### src/hdl/mai_consts.svh
// Constants for the mirror array input port host controller
`ifndef MAI_CONSTS_SVH
`define MAI_CONSTS_SVH

// Timing
`define MAI_CLK_NS        4
`define MAI_RST_HOLD_NS   1000
`define MAI_RST_HOLD_CYC  ((`MAI_RST_HOLD_NS + `MAI_CLK_NS - 1) / `MAI_CLK_NS)
`define MAI_GAP_CLKS      64
`define MAI_BEAT_CYC      4
`define MAI_ROW_BEATS     8
`define MAI_LAST_ROW      11'h63f
`define MAI_TRAIN_PAT     4'h4

// Register offsets
`define MAI_REG_CTRL      8'h00
`define MAI_REG_ROWCMD    8'h04
`define MAI_REG_STATUS    8'h08
`define MAI_REG_DATA      2'h1

// Field positions
`define MAI_CTRL_RESET    0
`define MAI_CTRL_FLIP     1
`define MAI_CTRL_TWOBLK_N 2
`define MAI_CMD_MODE_LSB  0
`define MAI_CMD_ADDR_LSB  4
`define MAI_CMD_BMODE_LSB 16
`define MAI_CMD_BADDR_LSB 20
`define MAI_ST_DEV_RESET  0
`define MAI_ST_INIT       1
`define MAI_ST_READY      2
`define MAI_ST_BUSY       3
`define MAI_ST_ERR        4
`define MAI_ST_PTR_OK     5
`define MAI_ST_PTR_LSB    16

// Reset values
`define MAI_FLIP_RST      1'b0
`define MAI_TWOBLK_N_RST  1'b1

`endif

### src/hdl/mai_pkg.sv
// Types for the mirror array input port host controller
package mai_pkg;

  typedef enum logic [2:0] {
    ST_RESET = 3'b000,
    ST_TRAIN = 3'b001,
    ST_GAP   = 3'b010,
    ST_IDLE  = 3'b011,
    ST_SEND  = 3'b100
  } mai_state_t;

  typedef struct packed {
    logic [3:0]  baddr;
    logic [1:0]  bmode;
    logic [10:0] addr;
    logic [1:0]  mode;
  } mai_rowcmd_t;

endpackage

### src/hdl/mai_beat_if.sv
// Beat timing carried from the lane clock divider to the sequencer
`timescale 1ns/100ps
interface mai_beat_if;
  logic beat_en;
  logic rise_next;
  logic clk_rise;
  logic lane_clk;
  modport src (output beat_en, output rise_next, output clk_rise, output lane_clk);
  modport snk (input beat_en, input rise_next, input clk_rise, input lane_clk);
endinterface

### src/hdl/mai_ctrl.sv
// Host controller driving the mirror array input port, AHB-Lite programmed
`timescale 1ns/100ps
`include "mai_consts.svh"
module mai_ctrl
  import mai_pkg::*;
(
  // Clock and reset
  input  wire logic        hclk,
  input  wire logic        hresetn,
  // AHB-Lite slave
  input  wire logic        hsel,
  input  wire logic [31:0] haddr,
  input  wire logic [1:0]  htrans,
  input  wire logic        hwrite,
  input  wire logic [2:0]  hsize,
  input  wire logic [31:0] hwdata,
  input  wire logic        hready,
  output logic             hreadyout,
  output logic             hresp,
  output logic [31:0]      hrdata,
  // Device reset and status
  output logic             controller_reset_n,
  input  wire logic        dev_init_active,
  // Lane clocks and data
  output logic [3:0]       lane_ddr_clock,
  output logic [15:0]      lane_a_pixel_in,
  output logic [15:0]      lane_b_pixel_in,
  output logic [15:0]      lane_c_pixel_in,
  output logic [15:0]      lane_d_pixel_in,
  output logic [3:0]       lane_frame_valid,
  // Row and block controls
  output logic [1:0]       row_write_mode,
  output logic [10:0]      row_write_addr,
  output logic             vertical_flip,
  output logic             pulse_two_blocks_n,
  output logic [1:0]       block_op_mode,
  output logic [3:0]       block_op_addr
);

  localparam logic [8:0] HOLD_LAST = 9'(`MAI_RST_HOLD_CYC - 1);
  localparam logic [8:0] GAP_LAST  = 9'(`MAI_GAP_CLKS - 1);
  localparam logic [3:0] BEATS     = 4'(`MAI_ROW_BEATS);
  localparam logic [3:0] TRAIN_PAT = `MAI_TRAIN_PAT;

  ////////////////////////////////////////////////////////////////////////////
  // Beat timing and init status

  mai_beat_if bt ();

  mai_lane_clk u_clk (
    .hclk    (hclk),
    .hresetn (hresetn),
    .bt      (bt.src)
  );

  logic init_s;

  mai_sync3 u_init (
    .hclk    (hclk),
    .hresetn (hresetn),
    .din     (dev_init_active),
    .dout    (init_s)
  );

  // Divided clock goes out on every lane, always running
  assign lane_ddr_clock = {4{bt.lane_clk}};

  ////////////////////////////////////////////////////////////////////////////
  // State

  mai_state_t  state_q, state_d;
  logic [8:0]  cnt_q, cnt_d;
  logic [1:0]  pat_q, pat_d;
  logic [3:0]  beat_q, beat_d;
  logic        pend_q, pend_d;
  mai_rowcmd_t cmd_q, cmd_d;
  logic [10:0] ptr_q, ptr_d;
  logic        ptr_ok_q, ptr_ok_d;
  logic        err_q, err_d;
  logic        flip_q, flip_d;
  logic        twoblk_q, twoblk_d;
  logic        rstn_q, rstn_d;
  logic [63:0] pix_q, pix_d;
  logic        valid_q, valid_d;
  mai_rowcmd_t pin_q, pin_d;
  logic        flip_pin_q, flip_pin_d;
  logic        twoblk_pin_q, twoblk_pin_d;
  // Bus
  logic        wr_q, wr_d;
  logic [7:0]  addr_q, addr_d;
  logic [31:0] rdata_q, rdata_d;

  logic [63:0] row_mem [0:`MAI_ROW_BEATS-1];
  logic        mem_we;

  ////////////////////////////////////////////////////////////////////////////
  // Next-state logic

  always_comb begin
    logic        acc;
    logic        cmd_try;
    logic        kick;
    logic        err_set;
    logic        err_clr;
    logic        at_end;
    logic        pat_bit;
    logic [63:0] rd_beat;
    mai_rowcmd_t nc;
    acc      = 1'b0;
    cmd_try  = 1'b0;
    kick     = 1'b0;
    err_set  = 1'b0;
    err_clr  = 1'b0;
    at_end   = 1'b0;
    pat_bit  = 1'b0;
    rd_beat  = 64'h0;
    nc       = mai_rowcmd_t'(19'h0);
    state_d  = state_q;
    cnt_d    = cnt_q;
    pat_d    = pat_q;
    beat_d   = beat_q;
    pend_d   = pend_q;
    cmd_d    = cmd_q;
    ptr_d    = ptr_q;
    ptr_ok_d = ptr_ok_q;
    flip_d   = flip_q;
    twoblk_d = twoblk_q;
    pix_d    = pix_q;
    valid_d  = valid_q;
    pin_d    = pin_q;
    wr_d     = 1'b0;
    addr_d   = addr_q;
    rdata_d  = rdata_q;

    // Address phase
    acc = hsel & hready & htrans[1];
    if (acc) begin
      wr_d   = hwrite;
      addr_d = haddr[7:0];
      if (!hwrite) begin
        rd_beat = row_mem[haddr[5:3]];
        if (haddr[7:6] == `MAI_REG_DATA) begin
          rdata_d = haddr[2] ? rd_beat[63:32] : rd_beat[31:0];
        end else begin
          unique case (haddr[7:0])
            `MAI_REG_CTRL: begin
              rdata_d = {29'h0, twoblk_q, flip_q, 1'b0};
            end
            `MAI_REG_ROWCMD: begin
              rdata_d = {8'h0, cmd_q.baddr, 2'h0, cmd_q.bmode,
                         1'b0, cmd_q.addr, 2'h0, cmd_q.mode};
            end
            `MAI_REG_STATUS: begin
              rdata_d = {5'h0, ptr_q, 10'h0, ptr_ok_q, err_q,
                         pend_q | (state_q == ST_SEND),
                         (state_q == ST_IDLE) | (state_q == ST_SEND),
                         init_s, ~rstn_q};
            end
            default: begin
              rdata_d = 32'h0;
            end
          endcase
        end
      end
    end

    // Data phase of a write
    if (wr_q) begin
      unique case (addr_q)
        `MAI_REG_CTRL: begin
          // Flags meant to be set once and left alone
          flip_d   = hwdata[`MAI_CTRL_FLIP];
          twoblk_d = hwdata[`MAI_CTRL_TWOBLK_N];
          kick     = hwdata[`MAI_CTRL_RESET];
        end
        `MAI_REG_ROWCMD: begin
          cmd_try = 1'b1;
        end
        `MAI_REG_STATUS: begin
          err_clr = hwdata[`MAI_ST_ERR];
        end
        default: begin
        end
      endcase
    end

    // Row command: checked against the modelled pointer
    if (cmd_try) begin
      nc.mode  = hwdata[`MAI_CMD_MODE_LSB +: 2];
      nc.addr  = hwdata[`MAI_CMD_ADDR_LSB +: 11];
      nc.bmode = hwdata[`MAI_CMD_BMODE_LSB +: 2];
      nc.baddr = hwdata[`MAI_CMD_BADDR_LSB +: 4];
      at_end   = flip_q ? (ptr_q == 11'h0) : (ptr_q == `MAI_LAST_ROW);
      // Stepping past the end or from an unknown pointer is refused
      if (pend_q || !((state_q == ST_IDLE) || (state_q == ST_SEND)) ||
          ((nc.mode == 2'b01) && (at_end || !ptr_ok_q))) begin
        err_set = 1'b1;
      end else begin
        pend_d = 1'b1;
        cmd_d  = nc;
        unique case (nc.mode)
          2'b01: begin
            ptr_d = flip_q ? ptr_q - 11'h1 : ptr_q + 11'h1;
          end
          2'b10: begin
            ptr_d    = nc.addr;
            ptr_ok_d = 1'b1;
          end
          2'b11: begin
            ptr_d    = flip_q ? `MAI_LAST_ROW : 11'h0;
            ptr_ok_d = 1'b1;
          end
          2'b00: begin
          end
        endcase
      end
    end

    // Set wins over a clear in the same cycle
    err_d = (err_q & ~err_clr) | err_set;

    pat_bit = TRAIN_PAT[2'h3 - pat_q];

    unique case (state_q)
      ST_RESET: begin
        // Clock and pattern already running while reset is held
        cnt_d = cnt_q + 9'h1;
        if (cnt_q == HOLD_LAST) begin
          cnt_d   = 9'h0;
          state_d = ST_TRAIN;
        end
      end
      ST_TRAIN: begin
        if (!init_s) begin
          state_d = ST_GAP;
          cnt_d   = 9'h0;
        end
      end
      ST_GAP: begin
        // Hold valid low for the settling clocks
        if (bt.clk_rise) begin
          cnt_d = cnt_q + 9'h1;
          if (cnt_q == GAP_LAST) begin
            state_d = ST_IDLE;
          end
        end
      end
      ST_IDLE: begin
        // Start only on a rising-edge beat, all pins together
        if (pend_q && bt.beat_en && bt.rise_next) begin
          pend_d  = 1'b0;
          valid_d = 1'b1;
          pix_d   = row_mem[0];
          pin_d   = cmd_q;
          beat_d  = 4'h1;
          state_d = ST_SEND;
        end
      end
      ST_SEND: begin
        if (bt.beat_en) begin
          if (beat_q == BEATS) begin
            // Controls drop with valid; pixels and the row and block modes and addresses are zero between rows
            valid_d = 1'b0;
            pix_d   = 64'h0;
            pin_d   = mai_rowcmd_t'(19'h0);
            state_d = ST_IDLE;
          end else begin
            pix_d  = row_mem[beat_q[2:0]];
            beat_d = beat_q + 4'h1;
          end
        end
      end
      default: begin
        state_d = ST_RESET;
      end
    endcase

    // Training pattern on all 64 data bits and each valid
    if ((state_q == ST_RESET) || (state_q == ST_TRAIN)) begin
      pin_d = mai_rowcmd_t'(19'h0);
      if (state_d == ST_GAP) begin
        pix_d   = 64'h0;
        valid_d = 1'b0;
      end else if (bt.beat_en) begin
        pat_d   = pat_q + 2'h1;
        pix_d   = {64{pat_bit}};
        valid_d = pat_bit;
      end
    end

    // Software re-reset of the device restarts training
    if (kick) begin
      state_d  = ST_RESET;
      cnt_d    = 9'h0;
      pend_d   = 1'b0;
      ptr_ok_d = 1'b0;
    end

    rstn_d = (state_d != ST_RESET);
    // Flags held low through initialisation
    flip_pin_d   = (state_d == ST_IDLE) | (state_d == ST_SEND) ? flip_q : 1'b0;
    twoblk_pin_d = (state_d == ST_IDLE) | (state_d == ST_SEND) ? twoblk_q : 1'b0;
  end

  ////////////////////////////////////////////////////////////////////////////
  // Registers

  always_ff @(posedge hclk or negedge hresetn) begin
    if (!hresetn) begin
      state_q      <= ST_RESET;
      cnt_q        <= 9'h0;
      pat_q        <= 2'h0;
      beat_q       <= 4'h0;
      pend_q       <= 1'b0;
      cmd_q        <= mai_rowcmd_t'(19'h0);
      ptr_q        <= 11'h0;
      ptr_ok_q     <= 1'b0;
      err_q        <= 1'b0;
      flip_q       <= `MAI_FLIP_RST;
      twoblk_q     <= `MAI_TWOBLK_N_RST;
      rstn_q       <= 1'b0;
      pix_q        <= 64'h0;
      valid_q      <= 1'b0;
      pin_q        <= mai_rowcmd_t'(19'h0);
      flip_pin_q   <= 1'b0;
      twoblk_pin_q <= 1'b0;
      wr_q         <= 1'b0;
      addr_q       <= 8'h0;
      rdata_q      <= 32'h0;
    end else begin
      state_q      <= state_d;
      cnt_q        <= cnt_d;
      pat_q        <= pat_d;
      beat_q       <= beat_d;
      pend_q       <= pend_d;
      cmd_q        <= cmd_d;
      ptr_q        <= ptr_d;
      ptr_ok_q     <= ptr_ok_d;
      err_q        <= err_d;
      flip_q       <= flip_d;
      twoblk_q     <= twoblk_d;
      rstn_q       <= rstn_d;
      pix_q        <= pix_d;
      valid_q      <= valid_d;
      pin_q        <= pin_d;
      flip_pin_q   <= flip_pin_d;
      twoblk_pin_q <= twoblk_pin_d;
      wr_q         <= wr_d;
      addr_q       <= addr_d;
      rdata_q      <= rdata_d;
    end
  end

  // Row beat store; writing it mid-row changes the row being sent
  assign mem_we = wr_q & (addr_q[7:6] == `MAI_REG_DATA);

  always_ff @(posedge hclk) begin
    if (mem_we) begin
      if (addr_q[2]) begin
        row_mem[addr_q[5:3]][63:32] <= hwdata;
      end else begin
        row_mem[addr_q[5:3]][31:0] <= hwdata;
      end
    end
  end

  ////////////////////////////////////////////////////////////////////////////
  // Outputs

  assign hreadyout          = 1'b1;
  assign hresp              = 1'b0;
  assign hrdata             = rdata_q;
  assign controller_reset_n = rstn_q;
  assign lane_a_pixel_in    = pix_q[15:0];
  assign lane_b_pixel_in    = pix_q[31:16];
  assign lane_c_pixel_in    = pix_q[47:32];
  assign lane_d_pixel_in    = pix_q[63:48];
  assign lane_frame_valid   = {4{valid_q}};
  assign row_write_mode     = pin_q.mode;
  assign row_write_addr     = pin_q.addr;
  assign block_op_mode      = pin_q.bmode;
  assign block_op_addr      = pin_q.baddr;
  assign vertical_flip      = flip_pin_q;
  assign pulse_two_blocks_n = twoblk_pin_q;

endmodule

### src/hdl/mai_lane_clk.sv
// Lane clock divider: free-running DDR clock with centred data beats
`timescale 1ns/100ps
`include "mai_consts.svh"
module mai_lane_clk (
  // Clock and reset
  input  wire logic hclk,
  input  wire logic hresetn,
  // Beat timing out
  mai_beat_if.src   bt
);
  localparam logic [1:0] LAST = 2'(`MAI_BEAT_CYC - 1);
  localparam logic [1:0] HALF = 2'(`MAI_BEAT_CYC / 2);

  logic [1:0] cnt_q, cnt_d;
  logic       clk_q, clk_d;

  // Never gated: toggles from reset onward
  always_comb begin
    cnt_d = (cnt_q == LAST) ? 2'h0 : cnt_q + 2'h1;
    clk_d = (cnt_q == HALF) ? ~clk_q : clk_q;
  end

  always_ff @(posedge hclk or negedge hresetn) begin
    if (!hresetn) begin
      cnt_q <= 2'h0;
      clk_q <= 1'b0;
    end else begin
      cnt_q <= cnt_d;
      clk_q <= clk_d;
    end
  end

  // Data changes at count 0, clock edge lands mid-beat
  assign bt.beat_en   = (cnt_q == 2'h0);
  assign bt.rise_next = ~clk_q;
  assign bt.clk_rise  = (cnt_q == HALF) & ~clk_q;
  assign bt.lane_clk  = clk_q;
endmodule

### src/hdl/mai_sync3.sv
// Three-stage synchroniser; output moves once stages two and three agree
`timescale 1ns/100ps
module mai_sync3 (
  // Clock and reset
  input  wire logic hclk,
  input  wire logic hresetn,
  // Asynchronous level in, clean level out
  input  wire logic din,
  output logic      dout
);
  logic s1_q, s2_q, s3_q, out_q, out_d;

  always_comb begin
    out_d = (s2_q == s3_q) ? s3_q : out_q;
  end

  // Reset to one: assume the device is still initialising until seen otherwise
  always_ff @(posedge hclk or negedge hresetn) begin
    if (!hresetn) begin
      s1_q  <= 1'b1;
      s2_q  <= 1'b1;
      s3_q  <= 1'b1;
      out_q <= 1'b1;
    end else begin
      s1_q  <= din;
      s2_q  <= s1_q;
      s3_q  <= s2_q;
      out_q <= out_d;
    end
  end

  assign dout = out_q;
endmodule

### config.mk
export PLATFORM = sky130hd
export DESIGN_NAME = mai_ctrl
export DESIGN_NICKNAME = d
export VERILOG_FILES = /design/src/hdl/mai_pkg.sv /design/src/hdl/mai_beat_if.sv /design/src/hdl/mai_ctrl.sv /design/src/hdl/mai_lane_clk.sv /design/src/hdl/mai_sync3.sv
export VERILOG_INCLUDE_DIRS = /design/src /design/src/hdl
export SDC_FILE = /design/constraint.sdc
export NUM_CORES = 1
export LEC_CHECK = 0
export BUFFER_PORTS_ARGS = -buffer_cell sky130_fd_sc_hd__buf_2
export CAP_MARGIN = 20
export CELL_PAD_IN_SITES_DETAIL_PLACEMENT = 2
export CELL_PAD_IN_SITES_GLOBAL_PLACEMENT = 2
export CORE_UTILIZATION = 42
export DETAILED_ROUTE_END_ITERATION = 12
export PLACE_DENSITY_LB_ADDON = 0.1
export RECOVER_POWER = 25
export SLEW_MARGIN = 20
export SYNTH_ARGS = -nofsm -noshare
export SYNTH_HDL_FRONTEND = slang
export SYNTH_SLANG_ARGS = --single-unit
### constraint.sdc
create_clock -name hclk -period 3.95 [get_ports hclk]
set_input_delay 0.395 -clock hclk [delete_from_list [all_inputs] [get_ports hclk]]
set_output_delay 0.395 -clock hclk [all_outputs]
set_load 0.02 [all_outputs]
==> out/qor.csv, run 1 <==
stage;metric;value;unit
outcome;status;complete, no violations;
synth;synth_compound_area_share;7.40;%
placement;place.gp.congestion;0.825;
power_and_ir_drop;powerDensity;517;mW/mm²
sta;finalCritPeriodShare;74.7;%
sta;fin_crit;2.95;ns
sta;rsz0062_at_grt;false;
synth;synth_common_cells;edfxtp_1, mux4_2, dfrtp_1;
grt;gr-total-overflow;0;
grt;antenna_found_initial;6;
synth;ys_seq_area_share;61.9;%
grt;grt_first_pass_wirelength;159000;µm
layout;drive_gt1_share;31.9;%
hold_path;hp-class;in2reg;
cts;htreeDepth;3;
route;post_drt_via_cell_ratio;6.31;
sta;hold_viol_final;0;
setup_path;critPathArrivalTime;3.45;ns
power_and_ir_drop;p_leak;12.9;nW
placement;hpwl;65600;µm
cts;clk_latency;0.64;ns
cts;cts_root_buf;clkbuf_16;
floorplan;coreArea;0.0762;mm²
floorplan;fp.dieArea;0.0784;mm²
synth;syn_area;0.0324;mm²
layout;layout.nets;2289;
route;drc_errors;0;
synth;post_synth.cell_area_avg;15.9;µm²
synth;synthTopCellsByArea;edfxtp_1, mux4_2, dfrtp_1, mux2_2, a221oi_1;
flow_run;maxCapViolations;0;
hold_path;hold_depth;2;
synth;synth_cell_types;62;
setup_path;crit_type;reg2reg;
setup_path;cpLargestDelayFamily;simple AND/OR/NAND/NOR gates;
route;ant_nets;0;
cts;cts.sinks;700;
floorplan;io_pins;203;
setup_path;worst-path-buf-inv;1;
synth;ys.flop_type;edfxtp_1;
sta;setup_viol;0;
sta;fmax;0.339;GHz
layout;fillers;6912;
setup_path;start_kind;flop;
synth;synth_nets;2130;
synth;ys_warn_count;0;
placement;dpl_worst_slack;0.983;ns
floorplan;row_count;101;
floorplan;die_h;280;µm
cts;clk_pin_slew;0.06;ns
grt;grt_usage;28.5;%
synth;yosysTopAreaCellShare;47.4;%
route;wl_per_cell;33.2;µm
setup_path;crit_required;4.45;ns
sta;worstMarginPinSlew;1.09;ns
synth;synthMuxAreaShare;22.1;%
setup_path;slowest_stage;dfrtp_1;
synth;synth_edf_count;512;
cts;cts_tree;done;
layout;syn2layout_area_growth;15.3;%
route;via_count;20800;
power_and_ir_drop;vdd_ir_drop_max;0.335;mV
setup_path;path_depth;6;
setup_path;r2r_cells;6;
grt;grt_pass1_vias;22800;
sta;slew_headroom;27.5;%
route;routed_wl;109000;µm
synth;synthArstFlopShare;26.9;%
synth;yosysTopAreaCell;edfxtp_1;
cts;clock_path_buffers;3;
sta;finClkSkew;0.0166;ns
route;drt_iter0_markers;1843;
synth;yosys.area_share.adder;0.748;%
setup_path;crit_chain;or3b_4, a21o_1, nor3_2, and2_1, buf_4, mux2_2;
setup_path;path_max_fanout;20;
synth;synth_seq_cells;700;
sta;fin_tns_setup;0;ns
synth;synthSimpleGateAreaFrac;5.01;%
placement;port_buffers;172;
grt;grt_max_degree;131;
sta;fin_ws;1.00;ns
floorplan;die_w;280;µm
synth;synth-xor-area-share;0.189;%
cts;cts_inserted_buffers;79;
floorplan;start_util;42.6;%
synth;post-synth-top-count-cell;edfxtp_1;
synth;synth_top_family_by_area;multiplexers;
setup_path;cp_slowest_stage_delay;0.71;ns
synth;synth_cells;2037;
route;drt_pass1_iterations;5;
setup_path;critPathCaptureType;flop;
sta;slew_violations;0;
==> metal layers <==
metal,vias up,global-route usage [%],wire (µm)
li1,8555,-,-
met1,11200,38.4,45200
met2,801,46.8,53300
met3,202,5.55,7940
met4,6,8.62,2970
met5,-,0,38
==> logic make-up after synthesis <==
family          after synthesis
compound gates              365
flops                       700
fa+ha+maj                    19
simple gates                359
xor+xnor                      7
buf+inv                     191
other cells                   2
mux                         394
==> sequential cells by signal, indices dropped and copies added, names as in the netlist, 3 cells and up <==
name            count
block_op_addr       4
state_q             3
pix_q              64
cmd_q              19
addr_q              8
hrdata             32
cnt_q               9
beat_q              4
row_mem           512
row_write_addr     11
ptr_q              11
==> cell usage in the layout (no fill, tap or decap), types with 5 or more instances in the layout <==
cell type and count:
a21oi_1 103, a221oi_1 83, a222oi_1 9, a22oi_1 24, a31oi_1 10, a32oi_1 6, buf_12 20, buf_2 145
buf_4 47, clkbuf_1 46, clkbuf_16 82, clkbuf_8 13, clkinv_1 6, clkinv_2 17, dfrtp_1 180, dfstp_2 5
edfxtp_1 512, ha_1 17, inv_1 27, mux2_2 90, mux2i_1 53, mux4_2 250, nand2_1 173, nand2b_1 12
nand3_1 25, nand4_1 10, nor2_1 61, nor2_4 13, nor2b_1 7, nor3_1 10, nor3_2 6, nor4_1 6
o211ai_1 13, o21ai_0 85, or2_2 7
==> layout make-up <==
cell class	count	area (µm²)	area share, %
antenna	2	5.00	0.0134
clock buffer	117	2310	6.18
clock inverter	30	282	0.752
inverter	28	105	0.281
multi-input combinational	1146	11700	31.2
sequential	700	20100	53.7
tap	1030	1290	3.44
timing repair buffer	241	1650	4.40
==> power breakdown <==
part	leakage, nW	switching (mW)	internal (mW)	total [mW]
Sequential	6.94	0.541	8.46	9.00
Combinational	4.71	1.91	1.08	2.98
Clock	1.28	3.09	4.28	7.36
==> stage by stage <==
step                      utilization, %  power (mW)  cell area [µm²]  hold slack, ns  std cells
after global routing                49.1        20.0            37400          0.0401       3293
after CTS                           49.1        19.5            37400          0.0260       3291
after detailed placement            45.7        12.1            34800           0.348       3142
final                               49.1        19.3            37400          0.0577       3294
after global placement              45.7        12.0            34800           0.346       3142
after floorplan                        -        10.8            32400          0.0994       2037
==> path summary, 6_finish.rpt <==
path | startpoint | endpoint | slack (ns)
worst max-delay path | state_q[2]$_DFF_PN0_ | cmd_q[5]$_DFFE_PN0P_ | 1.00
worst min-delay path | haddr[6] | addr_q[6]$_DFFE_PN0P_ | 0.06
worst max register to register | state_q[2]$_DFF_PN0_ | cmd_q[5]$_DFFE_PN0P_ | 1.00
worst min register to register | u_init.s1_q$_DFF_PN1_ | u_init.s2_q$_DFF_PN1_ | 0.36
max in group asynchronous | hresetn | ptr_q[3]$_DFFE_PN0P_ | 2.47
min in group asynchronous | hresetn | cnt_q[3]$_DFFE_PN0P_ | 0.43
==> timing repair <==
| action | CTS | global route |
|---|---|---|
| gates resized for setup | 0 | 0 |
| hold endpoints to repair | 100 | 0 |
| setup buffers | 0 | 0 |
| hold buffers | 2 | 0 |
Note: power is estimated with default switching activity, not from simulation.
==> run 2, diff against run 1 <==
ABC_AREA = 1   (was unset)
CORE_UTILIZATION = 39   (was 42)
clock period = 3 ns   (was 3.95 ns; I/O delays follow)
==> run 2 against run 1 <==
Effect of this change: register-to-register slack worse by 0.37 ns; area after synthesis up 4.7%; worst setup slack worse by 0.37 ns; non-clock buffer count up 32; via count up 41%; final area up 4.3%; die area up 13%; final cell count up 47%; combinational power up 37%; critical endpoint is now pix_q[24]$_DFF_PN0_.
==> out/qor.csv, run 2 <==
stage;metric;value;unit
outcome;status;complete, no violations;
synth;synth_seq_cells;700;
setup_path;critPathArrivalTime;2.91;ns
sta;setup_viol;0;
synth;synth_edf_count;512;
layout;final_cell_area;0.0390;mm²
placement;hpwl;87900;µm
synth;synth_nets;3643;
setup_path;start_kind;flop;
sta;slew_headroom;26.8;%
sta;slew_violations;0;
floorplan;die_w;297;µm
hold_path;hp-class;in2reg;
sta;fin_ws;0.633;ns
synth;synth_cell_types;46;
setup_path;crit_required;3.55;ns
setup_path;cp_slowest_stage_delay;0.59;ns
route;via_count;29300;
setup_path;critPathCaptureType;flop;
placement;dpl_worst_slack;0.526;ns
power_and_ir_drop;vdd_ir_drop_max;0.474;mV
synth;yosysTopAreaCell;edfxtp_1;
floorplan;fp.dieArea;0.0883;mm²
floorplan;die_h;297;µm
layout;mostFrequentLayoutCells;nand2_1, edfxtp_1, a21oi_1;
setup_path;crit_chain;buf_12, buf_4, o21ai_0, o211ai_1, nand3_1, a21oi_1;
floorplan;start_util;39.7;%
synth;post_synth.cell_area_avg;9.57;µm²
synth;synth_common_cells;nand2_1, edfxtp_1, a21oi_1;
setup_path;slowest_stage;buf_4;
layout;syn2layout_area_growth;14.8;%
floorplan;row_count;107;
route;post_drt_via_cell_ratio;6.04;
setup_path;crit_type;reg2reg;
cts;cts_root_buf;clkbuf_16;
sta;fmax;0.422;GHz
grt;grt_use_met2;55.4;%
placement;port_buffers;172;
grt;met3_usage;3.75;%
route;ant_nets;0;
setup_path;path_max_fanout;109;
layout;largest_reg_flops;512;
synth;yosysTopAreaCellShare;45.2;%
layout;final_common_cell;nand2_1;
grt;grt_max_degree;235;
cts;cts_tree;done;
power_and_ir_drop;powerDensity;659;mW/mm²
grt;use_met1;39.7;%
synth;ys.flop_type;edfxtp_1;
layout;drive_gt1_share;11.4;%
cts;cts_resized;0;
sta;finClkSkew;0.0112;ns
floorplan;coreArea;0.0857;mm²
sta;worstMarginPinSlew;1.10;ns
synth;ys_warn_count;0;
sta;finalCritPeriodShare;78.9;%
cts;clock_path_buffers;3;
sta;fin_crit;2.37;ns
setup_path;crit_path_end;pix_q[24]$_DFF_PN0_;
synth;synth_cells;3550;
route;wl_per_cell;29.4;µm
flow_run;maxCapViolations;0;
hold_path;hold_depth;3;
grt;grt_first_pass_wirelength;213000;µm
grt;gr-total-overflow;0;
route;drc_errors;0;
sta;hold_viol_final;0;
setup_path;reg2reg_to;pix_q[24]$_DFF_PN0_;
grt;antenna_found_initial;5;
synth;synthArstFlopShare;26.9;%
cts;clk_pin_slew;0.06;ns
setup_path;startpoint;beat_q[0]$_DFFE_PN0P_;
route;drt_iter0_markers;1932;
setup_path;r2r_cells;6;
synth;ys_seq_area_share;59.1;%
route;drt_pass1_iterations;5;
synth;synthTopCellsByArea;edfxtp_1, dfrtp_1, nand2_1, a21oi_1, o21ai_0;
cts;cts.sinks;700;
grt;grt_pass1_vias;32200;
grt;grt_usage;32.2;%
floorplan;io_pins;203;
synth;syn_area;0.0340;mm²
synth;post-synth-top-count-cell;nand2_1;
cts;cts_inserted_buffers;81;
setup_path;r2r_slack;0.63;ns
cts;htreeDepth;3;
sta;fin_tns_setup;0;ns
power_and_ir_drop;p_leak;14.9;nW
setup_path;r2r_start;beat_q[0]$_DFFE_PN0P_;
sta;rsz0062_at_grt;false;
placement;dpl_cell_area;0.0365;mm²
power_and_ir_drop;total_power;25.7;mW
grt;busiest_layer;met2;
placement;place.gp.congestion;0.868;
layout;layout.nets;3734;
cts;clk_latency;0.63;ns
route;routed_wl;143000;µm
## run 2: cell types whose count changed in the layout (fill, tap and decap cells not counted), moves of 82 or more
cell,change
nand2_1,+407
o21ai_0,+292
o211ai_1,+233
mux2_2,-90
nand3_1,+303
nor2_1,+82
mux4_2,-250
inv_1,+293
a21oi_1,+279
a221oi_1,-83
## run 2: worst min-delay path by stage
stage | from | to
global placement | hresetn | cnt_q[4]$_DFFE_PN0P_
CTS | hwdata[28] | row_mem[7][60]$_DFFE_PP_
finish | haddr[1] | addr_q[1]$_DFFE_PN0P_
global route | haddr[1] | addr_q[1]$_DFFE_PN0P_
detailed placement | hresetn | cnt_q[5]$_DFFE_PN0P_
floorplan | hresetn | addr_q[0]$_DFFE_PN0P_
## run 2: critical path: cells and delay by family, from the launching register on
| kind | cells | cell delay, ns |
|---|---|---|
| simple gates | 1 | 0.12 |
| compound gates | 3 | 0.62 |
| flops | 1 | 0.46 |
| buf+inv | 2 | 1.02 |
## run 2: cell families (layout without fill, tap and decap cells)
kind of cell,Yosys count,after routing,synth area share [%]
xor gates and xnor gates,4,4,0.103
adders and majority gates,19,19,0.714
DFF,700,700,59.1
other,2,3,0.0221
AOI/OAI and AO/OA,1077,1077,18.1
buffers and inverters,598,756,7.34
and+or+nand+nor,1150,1150,14.6
## run 2: timing repair
| action | 4_1_cts | 5_1_grt |
|---|---|---|
| hold buffers | 4 | 0 |
| hold endpoints to repair | 66 | 0 |
| buffers inserted | 0 | 0 |
## run 2: area by class of cell
| class | instances | area (µm²) |
|---|---|---|
| Antenna cell | 1 | 2.50 |
| Clock buffer | 122 | 2350 |
| Clock inverter | 28 | 193 |
| Fill cell | 9040 | 46700 |
| Inverter | 333 | 1250 |
| Multi-Input combinational cell | 2252 | 11600 |
| Sequential cell | 700 | 20100 |
| Tap cell | 1144 | 1430 |
| Timing Repair Buffer | 273 | 2120 |
## run 2: through the flow
| step | util, % | instances | hold slack, ns |
|---|---|---|---|
| 6_report | 45.5 | 4853 | 0.0684 |
| 5_1_grt | 45.5 | 4852 | 0.0790 |
| 4_1_cts | 45.6 | 4852 | 0.0439 |
| 3_5_place_dp | 42.6 | 4698 | 0.284 |
| 3_3_place_gp | 42.6 | 4698 | 0.277 |
| 2_1_floorplan | - | 3550 | 0.00441 |
## run 2: report_power, final
part	switching, mW	leakage [nW]	internal (mW)
registers	0.797	6.86	11.1
clock network	4.12	1.26	5.59
logic	2.83	6.77	1.24
## run 2: routing by layer
metal	up-vias	part of all wire, %
li1	12700	-
met1	15300	40
met2	946	49
met3	306	4.9
met4	4	5.4
met5	-	0.017
